## config.mk

```make
export PLATFORM = sky130hd
export DESIGN_NAME = usbcb_top
export DESIGN_NICKNAME = d
export VERILOG_FILES = /design/src/usbcb_pkg.sv /design/src/usbcb_wake.sv /design/src/usbcb_top.sv
export VERILOG_INCLUDE_DIRS = /design/src
export SDC_FILE = /design/constraint.sdc
export NUM_CORES = 1
export LEC_CHECK = 0
export BUFFER_PORTS_ARGS = -buffer_cell sky130_fd_sc_hd__buf_2
export CORE_AREA = 2 2 39 41
export DETAILED_ROUTE_END_ITERATION = 8
export DIE_AREA = 0 0 41 43
export MAX_ROUTING_LAYER = met4
export SYNTH_ARGS = -nofsm -noshare
export SYNTH_HDL_FRONTEND = slang
export SYNTH_SLANG_ARGS = --single-unit
```

## constraint.sdc

```tcl
create_clock -name CLOCK -period 2.5 [get_ports CLOCK]
set_clock_uncertainty 0.05 [all_clocks]
set_input_delay 0.25 -clock CLOCK [delete_from_list [all_inputs] [get_ports CLOCK]]
set_output_delay 0.25 -clock CLOCK [all_outputs]
set_load 0.05 [all_outputs]
```

## src/usbcb_defines.svh

```systemverilog
// Bit positions and reset values of the USB control bits.
// Included by the package and the design modules; holds definitions only.
`ifndef USBCB_DEFINES_SVH
`define USBCB_DEFINES_SVH
`define USBCB_BIT_FRST 4
`define USBCB_BIT_RWAKE 5
`define USBCB_BIT_IRCODEC 6
`define USBCB_RST_FRST 1'h1
`define USBCB_RST_RWAKE 1'h0
`define USBCB_RST_IRCODEC 1'h0
`define USBCB_RST_SYNC 1'h0
`define USBCB_RST_MCU 1'h0
`define USBCB_RST_PULSE 1'h0
`define USBCB_RD_ZERO 8'h00
`define USBCB_CTRL_RST 8'h10
`endif

```

## src/usbcb_pkg.sv

```systemverilog
// Types shared by the control bit block.
// Assumes usbcb_defines.svh is on the include path.
`include "usbcb_defines.svh"
package usbcb_pkg;
  // Firmware write to the control byte
  typedef struct packed {
    logic we;
    logic [7:0] data;
  } usbcb_wr_t;
  // Wake pulse states
  typedef enum logic [1:0] {
    WK_IDLE = 2'h1,
    WK_PULSE = 2'h2
  } usbcb_wk_t;
endpackage : usbcb_pkg

```

## src/usbcb_wake.sv

```systemverilog
// Remote wake request: one-cycle pulse, self-clearing request bit.
// Assumes write strobe is synchronous to CLOCK.
`timescale 1ns/10ps
`include "usbcb_defines.svh"
module usbcb_wake (
  input wire logic clk, // Controller clock
  input wire logic rst_n, // Synchronous reset, active low
  input wire logic set_req, // Firmware wrote 1 to wake bit
  output logic pulse_r, // Wake pulse
  output logic req_r // Request bit readback
);
  usbcb_pkg::usbcb_wk_t state_r;
  usbcb_pkg::usbcb_wk_t state_nxt;
  logic pulse_nxt;
  logic req_nxt;

  // Next state of the wake sequencer
  always_comb
  begin
    state_nxt = state_r;
    pulse_nxt = 1'h0;
    req_nxt = 1'h0;
    case (state_r)
      usbcb_pkg::WK_IDLE:
      begin
        if (set_req) // [RULE2] [RULE4]
        begin
          state_nxt = usbcb_pkg::WK_PULSE;
          pulse_nxt = 1'h1;
          req_nxt = 1'h1;
        end
      end
      usbcb_pkg::WK_PULSE:
      begin
        state_nxt = usbcb_pkg::WK_IDLE; // [RULE3] [RULE6]
      end
      default:
      begin
        state_nxt = usbcb_pkg::WK_IDLE;
      end
    endcase
  end

  // Registers
  always_ff @(posedge clk)
  begin
    if (!rst_n)
    begin
      state_r <= usbcb_pkg::WK_IDLE;
      pulse_r <= `USBCB_RST_PULSE;
      req_r <= `USBCB_RST_RWAKE;
    end
    else
    begin
      state_r <= state_nxt;
      pulse_r <= pulse_nxt;
      req_r <= req_nxt;
    end
  end
endmodule : usbcb_wake

```

## src/usbcb_top.sv

```systemverilog
// USB control bits: function reset link, remote wake, infrared select.
// Assumes firmware writes arrive synchronous to CLOCK; FUNC_RESET is a pin.
//
// How it works
// [RULE1] Bit 4 resets to 1; when set, USB function reset resets controller.
// [RULE2] Writing 1 to bit 5 yields one remote-wakeup pulse; the code drops a 1 written in the pulse cycle.
// [RULE3] Bit 5 clears itself after the wake request is issued.
// [RULE4] Writing 0 to bit 5 does nothing.
// [RULE5] Bit 6 resets to 0; 1 selects infrared codec, 0 plain serial.
// [RULE6] Wake pulse lasts one cycle; bit reads 0 the next cycle.
`timescale 1ns/10ps
`include "usbcb_defines.svh"
module usbcb_top (
  input wire logic CLOCK, // 10 MHz clock
  input wire logic RST_N, // Synchronous reset, active low
  input wire usbcb_pkg::usbcb_wr_t WR, // Firmware byte write
  input wire logic FUNC_RESET, // USB function reset, from pin
  output logic [7:0] RDATA, // Control byte readback
  output logic MCU_RESET, // Controller reset request
  output logic WAKE_PULSE, // Remote wakeup pulse
  output logic IR_SEL, // Infrared codec active
  output logic UART_SEL // Plain serial active
);
  // Link bit and its next value
  logic frst_r;
  logic frst_nxt;
  // Infrared codec bit and its next value
  logic ircodec_r;
  logic ircodec_nxt;
  // Synchroniser stages for the function reset pin
  logic fr_s1_r;
  logic fr_s1_nxt;
  logic fr_s2_r;
  logic fr_s2_nxt;
  // Next values of the registered outputs
  logic mcu_rst_nxt;
  logic [7:0] rdata_nxt;
  logic ir_sel_nxt;
  logic uart_sel_nxt;
  // Wake decode
  logic wake_set;
  logic wake_req;
  logic wake_take;

  // New value of a firmware bit on a write, else the held value
  function automatic logic wr_field(
    input usbcb_pkg::usbcb_wr_t wr, // Firmware write
    input int unsigned pos, // Bit position
    input logic cur // Held value
  );
    wr_field = cur;
    if (wr.we)
    begin
      wr_field = wr.data[pos];
    end
  endfunction : wr_field

  // Set when a write carries a 1 at the given position
  function automatic logic wr_one(
    input usbcb_pkg::usbcb_wr_t wr, // Firmware write
    input int unsigned pos // Bit position
  );
    wr_one = wr.we & wr.data[pos];
  endfunction : wr_one

  // Readback byte from the three bits; the rest read 0
  function automatic logic [7:0] pack_ctrl(
    input logic link, // Link bit
    input logic wake, // Wake request bit
    input logic ircodec // Infrared codec bit
  );
    pack_ctrl = `USBCB_RD_ZERO;
    pack_ctrl[`USBCB_BIT_FRST] = link;
    pack_ctrl[`USBCB_BIT_RWAKE] = wake;
    pack_ctrl[`USBCB_BIT_IRCODEC] = ircodec;
  endfunction : pack_ctrl

  // Wake decode; a 0 at the wake bit is no request at all
  assign wake_set = wr_one(WR, `USBCB_BIT_RWAKE); // [RULE2] [RULE4]
  // Dropped while a pulse runs, so readback matches the pulse
  assign wake_take = wake_set & ~wake_req; // [RULE6]

  // Wake pulse sequencer
  usbcb_wake u_wake (
    .clk(CLOCK),
    .rst_n(RST_N),
    .set_req(wake_set),
    .pulse_r(WAKE_PULSE),
    .req_r(wake_req)
  );

  // Link bit: firmware writes it, reset sets it
  always_comb
  begin
    frst_nxt = wr_field(WR, `USBCB_BIT_FRST, frst_r); // [RULE1]
  end

  // Link bit register
  always_ff @(posedge CLOCK)
  begin
    if (!RST_N)
    begin
      frst_r <= `USBCB_RST_FRST; // [RULE1]
    end
    else
    begin
      frst_r <= frst_nxt;
    end
  end

  // Infrared codec bit: firmware writes it, reset clears it
  always_comb
  begin
    ircodec_nxt = wr_field(WR, `USBCB_BIT_IRCODEC, ircodec_r); // [RULE5]
  end

  // Infrared codec bit register
  always_ff @(posedge CLOCK)
  begin
    if (!RST_N)
    begin
      ircodec_r <= `USBCB_RST_IRCODEC; // [RULE5]
    end
    else
    begin
      ircodec_r <= ircodec_nxt;
    end
  end

  // Two stages: the pin is not timed to CLOCK
  always_comb
  begin
    fr_s1_nxt = FUNC_RESET;
    fr_s2_nxt = fr_s1_r;
  end

  // Synchroniser registers
  always_ff @(posedge CLOCK)
  begin
    if (!RST_N)
    begin
      fr_s1_r <= `USBCB_RST_SYNC;
      fr_s2_r <= `USBCB_RST_SYNC;
    end
    else
    begin
      fr_s1_r <= fr_s1_nxt;
      fr_s2_r <= fr_s2_nxt;
    end
  end

  // Controller reset: synced function reset gated by the link bit
  always_comb
  begin
    mcu_rst_nxt = fr_s2_r & frst_r; // [RULE1]
  end

  // Controller reset output register
  always_ff @(posedge CLOCK)
  begin
    if (!RST_N)
    begin
      MCU_RESET <= `USBCB_RST_MCU;
    end
    else
    begin
      MCU_RESET <= mcu_rst_nxt;
    end
  end

  // Readback byte; wake bit shows 1 only in the pulse cycle
  always_comb
  begin
    rdata_nxt = pack_ctrl(frst_nxt, wake_take, ircodec_nxt); // [RULE6]
  end

  // Readback register
  always_ff @(posedge CLOCK)
  begin
    if (!RST_N)
    begin
      RDATA <= `USBCB_CTRL_RST;
    end
    else
    begin
      RDATA <= rdata_nxt;
    end
  end

  // Infrared path select follows the codec bit
  always_comb
  begin
    ir_sel_nxt = ircodec_nxt; // [RULE5]
  end

  // Infrared select register
  always_ff @(posedge CLOCK)
  begin
    if (!RST_N)
    begin
      IR_SEL <= `USBCB_RST_IRCODEC;
    end
    else
    begin
      IR_SEL <= ir_sel_nxt;
    end
  end

  // Plain serial select is the inverse, so one path is always chosen
  always_comb
  begin
    uart_sel_nxt = ~ircodec_nxt; // [RULE5]
  end

  // Plain serial select register
  always_ff @(posedge CLOCK)
  begin
    if (!RST_N)
    begin
      UART_SEL <= ~`USBCB_RST_IRCODEC;
    end
    else
    begin
      UART_SEL <= uart_sel_nxt;
    end
  end
endmodule : usbcb_top

```

Word-level counts from Yosys, hierarchy flattened
Index checks and enable logic that the tools add are counted.
- register bits: 17
- output and inout bits: 12
- memories kept: 0
- bits in read-only memories: 0
- bits in latches: 0
- RAM bits: 0
- divide/modulo/power cells: 0
- shift-type cells: 0
- reductions and logical operators: 1
- magnitude comparators: 0
- equal/unequal tests: 1
- add/sub/neg operators: 0
- bitwise operators: 5
- multiply operators: 0
- multiplexer cells: 3
- operators by type and width (cell ; number):
    $and A1 B1 Y1 ; 3
    $mux W1 ; 3
    $eq A2 B1 Y1 const B ; 1
    $not A1 Y1 ; 2
    $reduce_and A2 Y1 ; 1

Longest topological paths before layout
Gate-level depths: netlist of the first run.
- depth in word-level cells: 2
- gate-level depth with buffers: 2
- gate-level depth less buffers: 2

By module
Synthesis of the first run repeated with hierarchy kept, for this count alone.
- cell total of the unflattened synthesis: 32
- area total of the unflattened synthesis: 366.6 sq um
- modules (own cells, without submodules) (module ; area each (sq um) ; seq. area each (sq um) ; cells each ; times used):
    usbcb_top ; 270.3 ; 140.1 ; 25 ; 1
    usbcb_wake ; 96.3 ; 60.1 ; 7 ; 1

Worst setup path before layout of the first run
No wires, ideal clock.
- kind: register to output
- start point: reg (tool-made name)
- end point: out RDATA[6]
- path slack: 1.290 ns
- data arrival time: 0.910 ns
- cell stages (with the launch flop): 2
- data required time: 2.200 ns
- path buffers: 1
- cell sequence: dfxtp_1 > buf_4
- RTL lines (item ; RTL line ; source):
    end: declaration ; usbcb_top.sv:18 ; output logic [7:0] RDATA,

Worst setup path after layout of the first run
- start point: reg RDATA[4]
- end point: out RDATA[4]
- RTL lines (item ; RTL line ; source):
    start signal: assignment ; usbcb_top.sv:182 ; RDATA <= `USBCB_CTRL_RST;
    start signal: assignment ; usbcb_top.sv:186 ; RDATA <= rdata_nxt;
No word-level cell between the ends.

==> flow_summary.json, run 1 <==
{
  "cp_max_fo": 3,
  "clk_pin_slew_ns": 0.07,
  "slowest_stage": "dfxtp_1",
  "crit_family": "flip-flops",
  "cp-start-kind": "flop",
  "hold_path.class": "in2reg",
  "cp_num_cells": 1,
  "ff2ff_setup_slack_ns": 1.58,
  "first_iter_violations": 0,
  "placed_area_um2": 400,
  "cp_num_buf_inv": 1,
  "grt_pass1_wl_um": 717,
  "die_area_mm2": 0.00176,
  "timing.final.crit_share_pct": 47.0,
  "cts_buffers": 3,
  "drv_cap": 0,
  "synth_cell_types": 12,
  "wl_per_cell_um": 8.34,
  "setup_viol": 0,
  "grt_setup_unrepaired": "false",
  "slowest_delay_ns": 0.35,
  "h-tree-depth": 1,
  "fin_ws_ns": 1.32,
  "yosysTopAreaCell": "dfxtp_1",
  "io_buffers": 13,
  "fmax_mhz": 851,
  "layout-drive-gt1-share_pct": 51.1,
  "ant_nets": 0,
  "worstSetupPathType": "reg2out",
  "hold_violations": 0,
  "yosysTopAreaCellShare_pct": 56.7,
  "cp-startpoint": "RDATA[4]",
  "die_h_um": 43,
  "cts-resized-gates": 0,
  "tritoncts": "yes",
  "dieWidth_um": 41,
  "clock_sinks": 10,
  "postCtsHoldBufs": 0,
  "syn-instance-count": 31,
  "clk_latency_ns": 0.26,
  "synth-warning-count": 0,
  "final_cell_mix": "13 x buf_2, 10 x dfxtp_1, 5 x conb_1, 3 x and2_2, 3 x clkbuf_4",
  "fp.coreArea_mm2": 0.00138,
  "start_util_pct": 25.5,
  "finalInstanceArea_um2": 437,
  "syn_to_final_growth_pct": 23.8,
  "cp.required_ns": 2.20,
  "power.density_mw_per_mm2": 846,
  "dr_total_vias": 221,
  "grt.total_usage_pct": 6.80,
  "end_kind": "output port",
  "dpl.hpwl_um": 396,
  "slew_viol_final": 0,
  "rows": 14,
  "r2r_cells": 2,
  "ys_seq_area_share_pct": 56.7,
  "dr.pass1.iters": 1,
  "drc": 0,
  "gp_congestion": 0.630,
  "dp_slack_ns": 1.42,
  "post_cts_buffers": 0,
  "synth_seq_cells": 10,
  "synth_area_um2": 353,
  "period_minus_slack_ns": 1.18,
  "synth_area_leaders": "dfxtp_1 57%, buf_4 15%, and2_2 6.4%, nor3b_1 4.3%, mux2_2 3.2%",
  "clockRootBuffer": "clkbuf_4",
  "postLayoutCoreUtil_pct": 31.6,
  "irDropWorstVdd_mv": 0.208,
  "drt_wl_total_um": 509,
  "endpoint": "RDATA[4]",
  "grt-ovfl-total": 0,
  "worstPathArrival_ns": 0.88,
  "outcome": "completed",
  "clock_path_buffers": 2,
  "antenna_found_initial": 0,
  "antennaDiodeCount": 0,
  "avgViaCountPerCell": 3.62,
  "p_leak_nw": 0.217,
  "cp_cell_sequence": "buf_2",
  "fin_nets": 58,
  "ioPinCount": 24,
  "grt_pass1_vias": 176,
  "fin_tns_setup_ns": 0,
  "avgSynthCellArea_um2": 11.4,
  "grt_max_degree": 8,
  "layout_commonest_cell": "buf_2"
}
==> layout make-up <==
class                   instances  area [um2]
well taps                      16        20.0
flip-flops and latches         10         200
fillers                       149         947
repair buffers                 13        65.1
clock buffers                   4        36.3
multi-input cells              18         115
==> per-layer routing <==
metal	GRT usage (%)	part of all wire, %
met2	7.50	40
met1	7.77	45
met3	4.71	15
met4	6.00	0
met5	-	0
==> through the flow <==
step	instances	hold slack [ns]	power [mW]
2_1_floorplan	35	0.262	0.226
3_3_place_gp	57	0.345	0.230
3_5_place_dp	57	0.356	0.230
4_1_cts	61	0.146	0.377
5_1_grt	61	0.137	0.388
6_report	61	0.156	0.370
==> cell usage after synthesis <==
master	n
dfxtp_1	10
buf_4	7
and2_2	3
nand2_1	2
nor3b_1	2
and3_2	1
conb_1	1
mux2_2	1
mux2i_1	1
nand3_2	1
nor2_1	1
or3b_1	1
==> where the power goes <==
| part | switching, mW | internal (mW) | total [mW] |
|---|---|---|---|
| Combinational | 0.0437 | 0.0129 | 0.0566 |
| Sequential | 0.00295 | 0.167 | 0.170 |
| Clock | 0.0550 | 0.0883 | 0.143 |
==> logic make-up after synthesis <==
family / synth area share (%)
and+or+nand+nor: 21.3
muxes: 6.03
other: 1.06
DFF: 56.7
buffers and inverters: 14.9
==> registers in the layout (all words and copies together), names as in the netlist, named ones only <==
signal	count
MCU_RESET	1
u_wake.state_r	2
u_wake.pulse_r	1
fr_s1_r	1
UART_SEL	1
fr_s2_r	1
RDATA	2
==> worst min-delay path by stage <==
| stage | from | end | slack, ns | cells past startpoint |
|---|---|---|---|---|
| final | FUNC_RESET | fr_s1_r | 0.16 | 2 |
| after global routing | FUNC_RESET | fr_s1_r | 0.14 | 2 |
| after CTS | FUNC_RESET | fr_s1_r | 0.15 | 2 |
| after detailed placement | u_wake.pulse_r | RDATA[5] | 0.36 | 1 |
| after global placement | u_wake.pulse_r | RDATA[5] | 0.35 | 1 |
| after floorplan | RST_N | RDATA[4] | 0.26 | 1 |
Note: power is estimated with default switching activity, not from simulation.
==> run 2, diff against run 1 <==
clock period = 1.1 ns   (was 2.5 ns; I/O delays follow)
==> run 2 against run 1 <==
  * Via count did not move
  * Utilization rose by 0.63 points
  * Flip-flop and latch count did not move
  * Die area did not move
  * Non-clock buffer count rose by 1
  * Register-to-register slack got worse by 1.4 ns
  * Design area rose by 2.0%
  * Worst hold slack got worse by 0.14 ns
  * Global-route usage rose by 0.52 points
  * First-iteration DRC count did not move
  * Routed wire length rose by 0.59%
  * Critical path type unchanged
  * Critical endpoint unchanged
  * Largest power group unchanged
==> flow_summary.json, run 2 (same netlist as run 1, synthesis figures left out) <==
{
  "outcome": "completed",
  "switching_share_pct": 27.1,
  "rows": 14,
  "die_h_um": 43,
  "fin_tns_setup_ns": 0,
  "postLayoutCoreUtil_pct": 32.2,
  "switchingPower_mw": 0.227,
  "fmax_mhz": 985,
  "p_clk_share_pct": 38.3,
  "post_cts_buffers": 0,
  "start_util_pct": 25.5,
  "slowest_delay_ns": 0.33,
  "slowest_stage": "dfxtp_1",
  "top_regs": "RDATA x2, u_wake.state_r x2",
  "cp_max_fo": 3,
  "n_fill_cell": 155,
  "seq_power_share_pct": 46.0,
  "cts_buffers": 3,
  "antenna_found_initial": 0,
  "grt_pass1_wl_um": 800,
  "period_minus_slack_ns": 1.02,
  "grt_setup_unrepaired": "false",
  "fin_ws_ns": 0.0844,
  "cp_cell_sequence": "buf_2",
  "irDropWorstVdd_mv": 0.604,
  "crit_family": "flip-flops",
  "clock_path_buffers": 2,
  "grt.total_usage_pct": 7.32,
  "power.density_mw_per_mm2": 1880,
  "worstSetupPathType": "reg2out",
  "grt_pass1_vias": 191,
  "total_power_mw": 0.838,
  "die_area_mm2": 0.00176,
  "clock_sinks": 10,
  "cp-start-kind": "flop",
  "worstPathArrival_ns": 0.86,
  "multi_input_area_um2": 115,
  "avgViaCountPerCell": 3.56,
  "placed_area_um2": 409,
  "dr_total_vias": 221,
  "cp_num_buf_inv": 1,
  "grt-ovfl-total": 0,
  "layout-drive-gt1-share_pct": 54.3,
  "grt_max_degree": 7,
  "fp.coreArea_mm2": 0.00138,
  "dp.cells": 58,
  "ioPinCount": 24,
  "dr.pass1.iters": 1,
  "layout_commonest_cell": "buf_2",
  "tritoncts": "yes",
  "timing.final.crit_share_pct": 92.3,
  "setup_viol": 0,
  "instances_no_fill": 62,
  "finalInstanceArea_um2": 445,
  "gp_congestion": 0.638,
  "hold_violations": 0,
  "h-tree-depth": 1,
  "ant_nets": 0,
  "dpl.hpwl_um": 412,
  "clk_pin_slew_ns": 0.07,
  "end_kind": "output port",
  "p_leak_nw": 0.222,
  "cts-resized-gates": 0,
  "postCtsHoldBufs": 0,
  "clockRootBuffer": "clkbuf_4",
  "drc": 0,
  "fin_nets": 59,
  "drt_wl_total_um": 512,
  "regArea_um2": 201,
  "wl_per_cell_um": 8.26,
  "dieWidth_um": 41,
  "first_iter_violations": 0,
  "drv_cap": 0,
  "slew_viol_final": 0,
  "p_int_mw": 0.612,
  "syn_to_final_growth_pct": 26.2,
  "io_buffers": 13,
  "combinationalPowerShare_pct": 15.7,
  "clk_latency_ns": 0.25,
  "cp.required_ns": 0.94,
  "final_cell_mix": "13 x buf_2, 9 x dfxtp_1, 5 x conb_1, 3 x and2_2, 3 x clkbuf_4",
  "antennaDiodeCount": 0,
  "hold_path.class": "in2reg",
  "holdWs_ns": 0.0183,
  "dp_slack_ns": 0.170
}
run 2: final timing paths:
check / from / endpoint / slack (ns) / cells after the start
max: RDATA[4] / RDATA[4] / 0.08 / 1
min reg2reg: u_wake.pulse_r / RDATA[5] / 0.37 / 1
max reg2reg: flop / flop / 0.18 / 2
min: FUNC_RESET / fr_s1_r / 0.02 / 2
run 2: layout make-up:
cell class              count  area share (%)
well taps                  16            4.49
flip-flops and latches     10            45.2
clock buffers               4            8.15
repair buffers             14            16.3
multi-input cells          18            25.8
run 2: power groups by stage:
stage / Combinational (mW) / Clock (mW) / Sequential [mW]
after floorplan: 0.0908 / 0 / 0.423
after global placement: 0.132 / 0 / 0.394
after detailed placement: 0.132 / 0 / 0.394
after CTS: 0.132 / 0.334 / 0.386
after global routing: 0.140 / 0.349 / 0.388
final: 0.131 / 0.321 / 0.386
run 2: per-layer routing:
| layer | routed length [um] | share of wire, % | vias to the layer above | GRT usage, % |
|---|---|---|---|---|
| met4 | 0 | 0 | 0 | 6.00 |
| met2 | 187 | 37 | 14 | 8.13 |
| met5 | 0 | 0 | - | - |
| li1 | - | - | 119 | - |
| met1 | 242 | 47 | 88 | 8.74 |
| met3 | 81 | 16 | 0 | 4.71 |
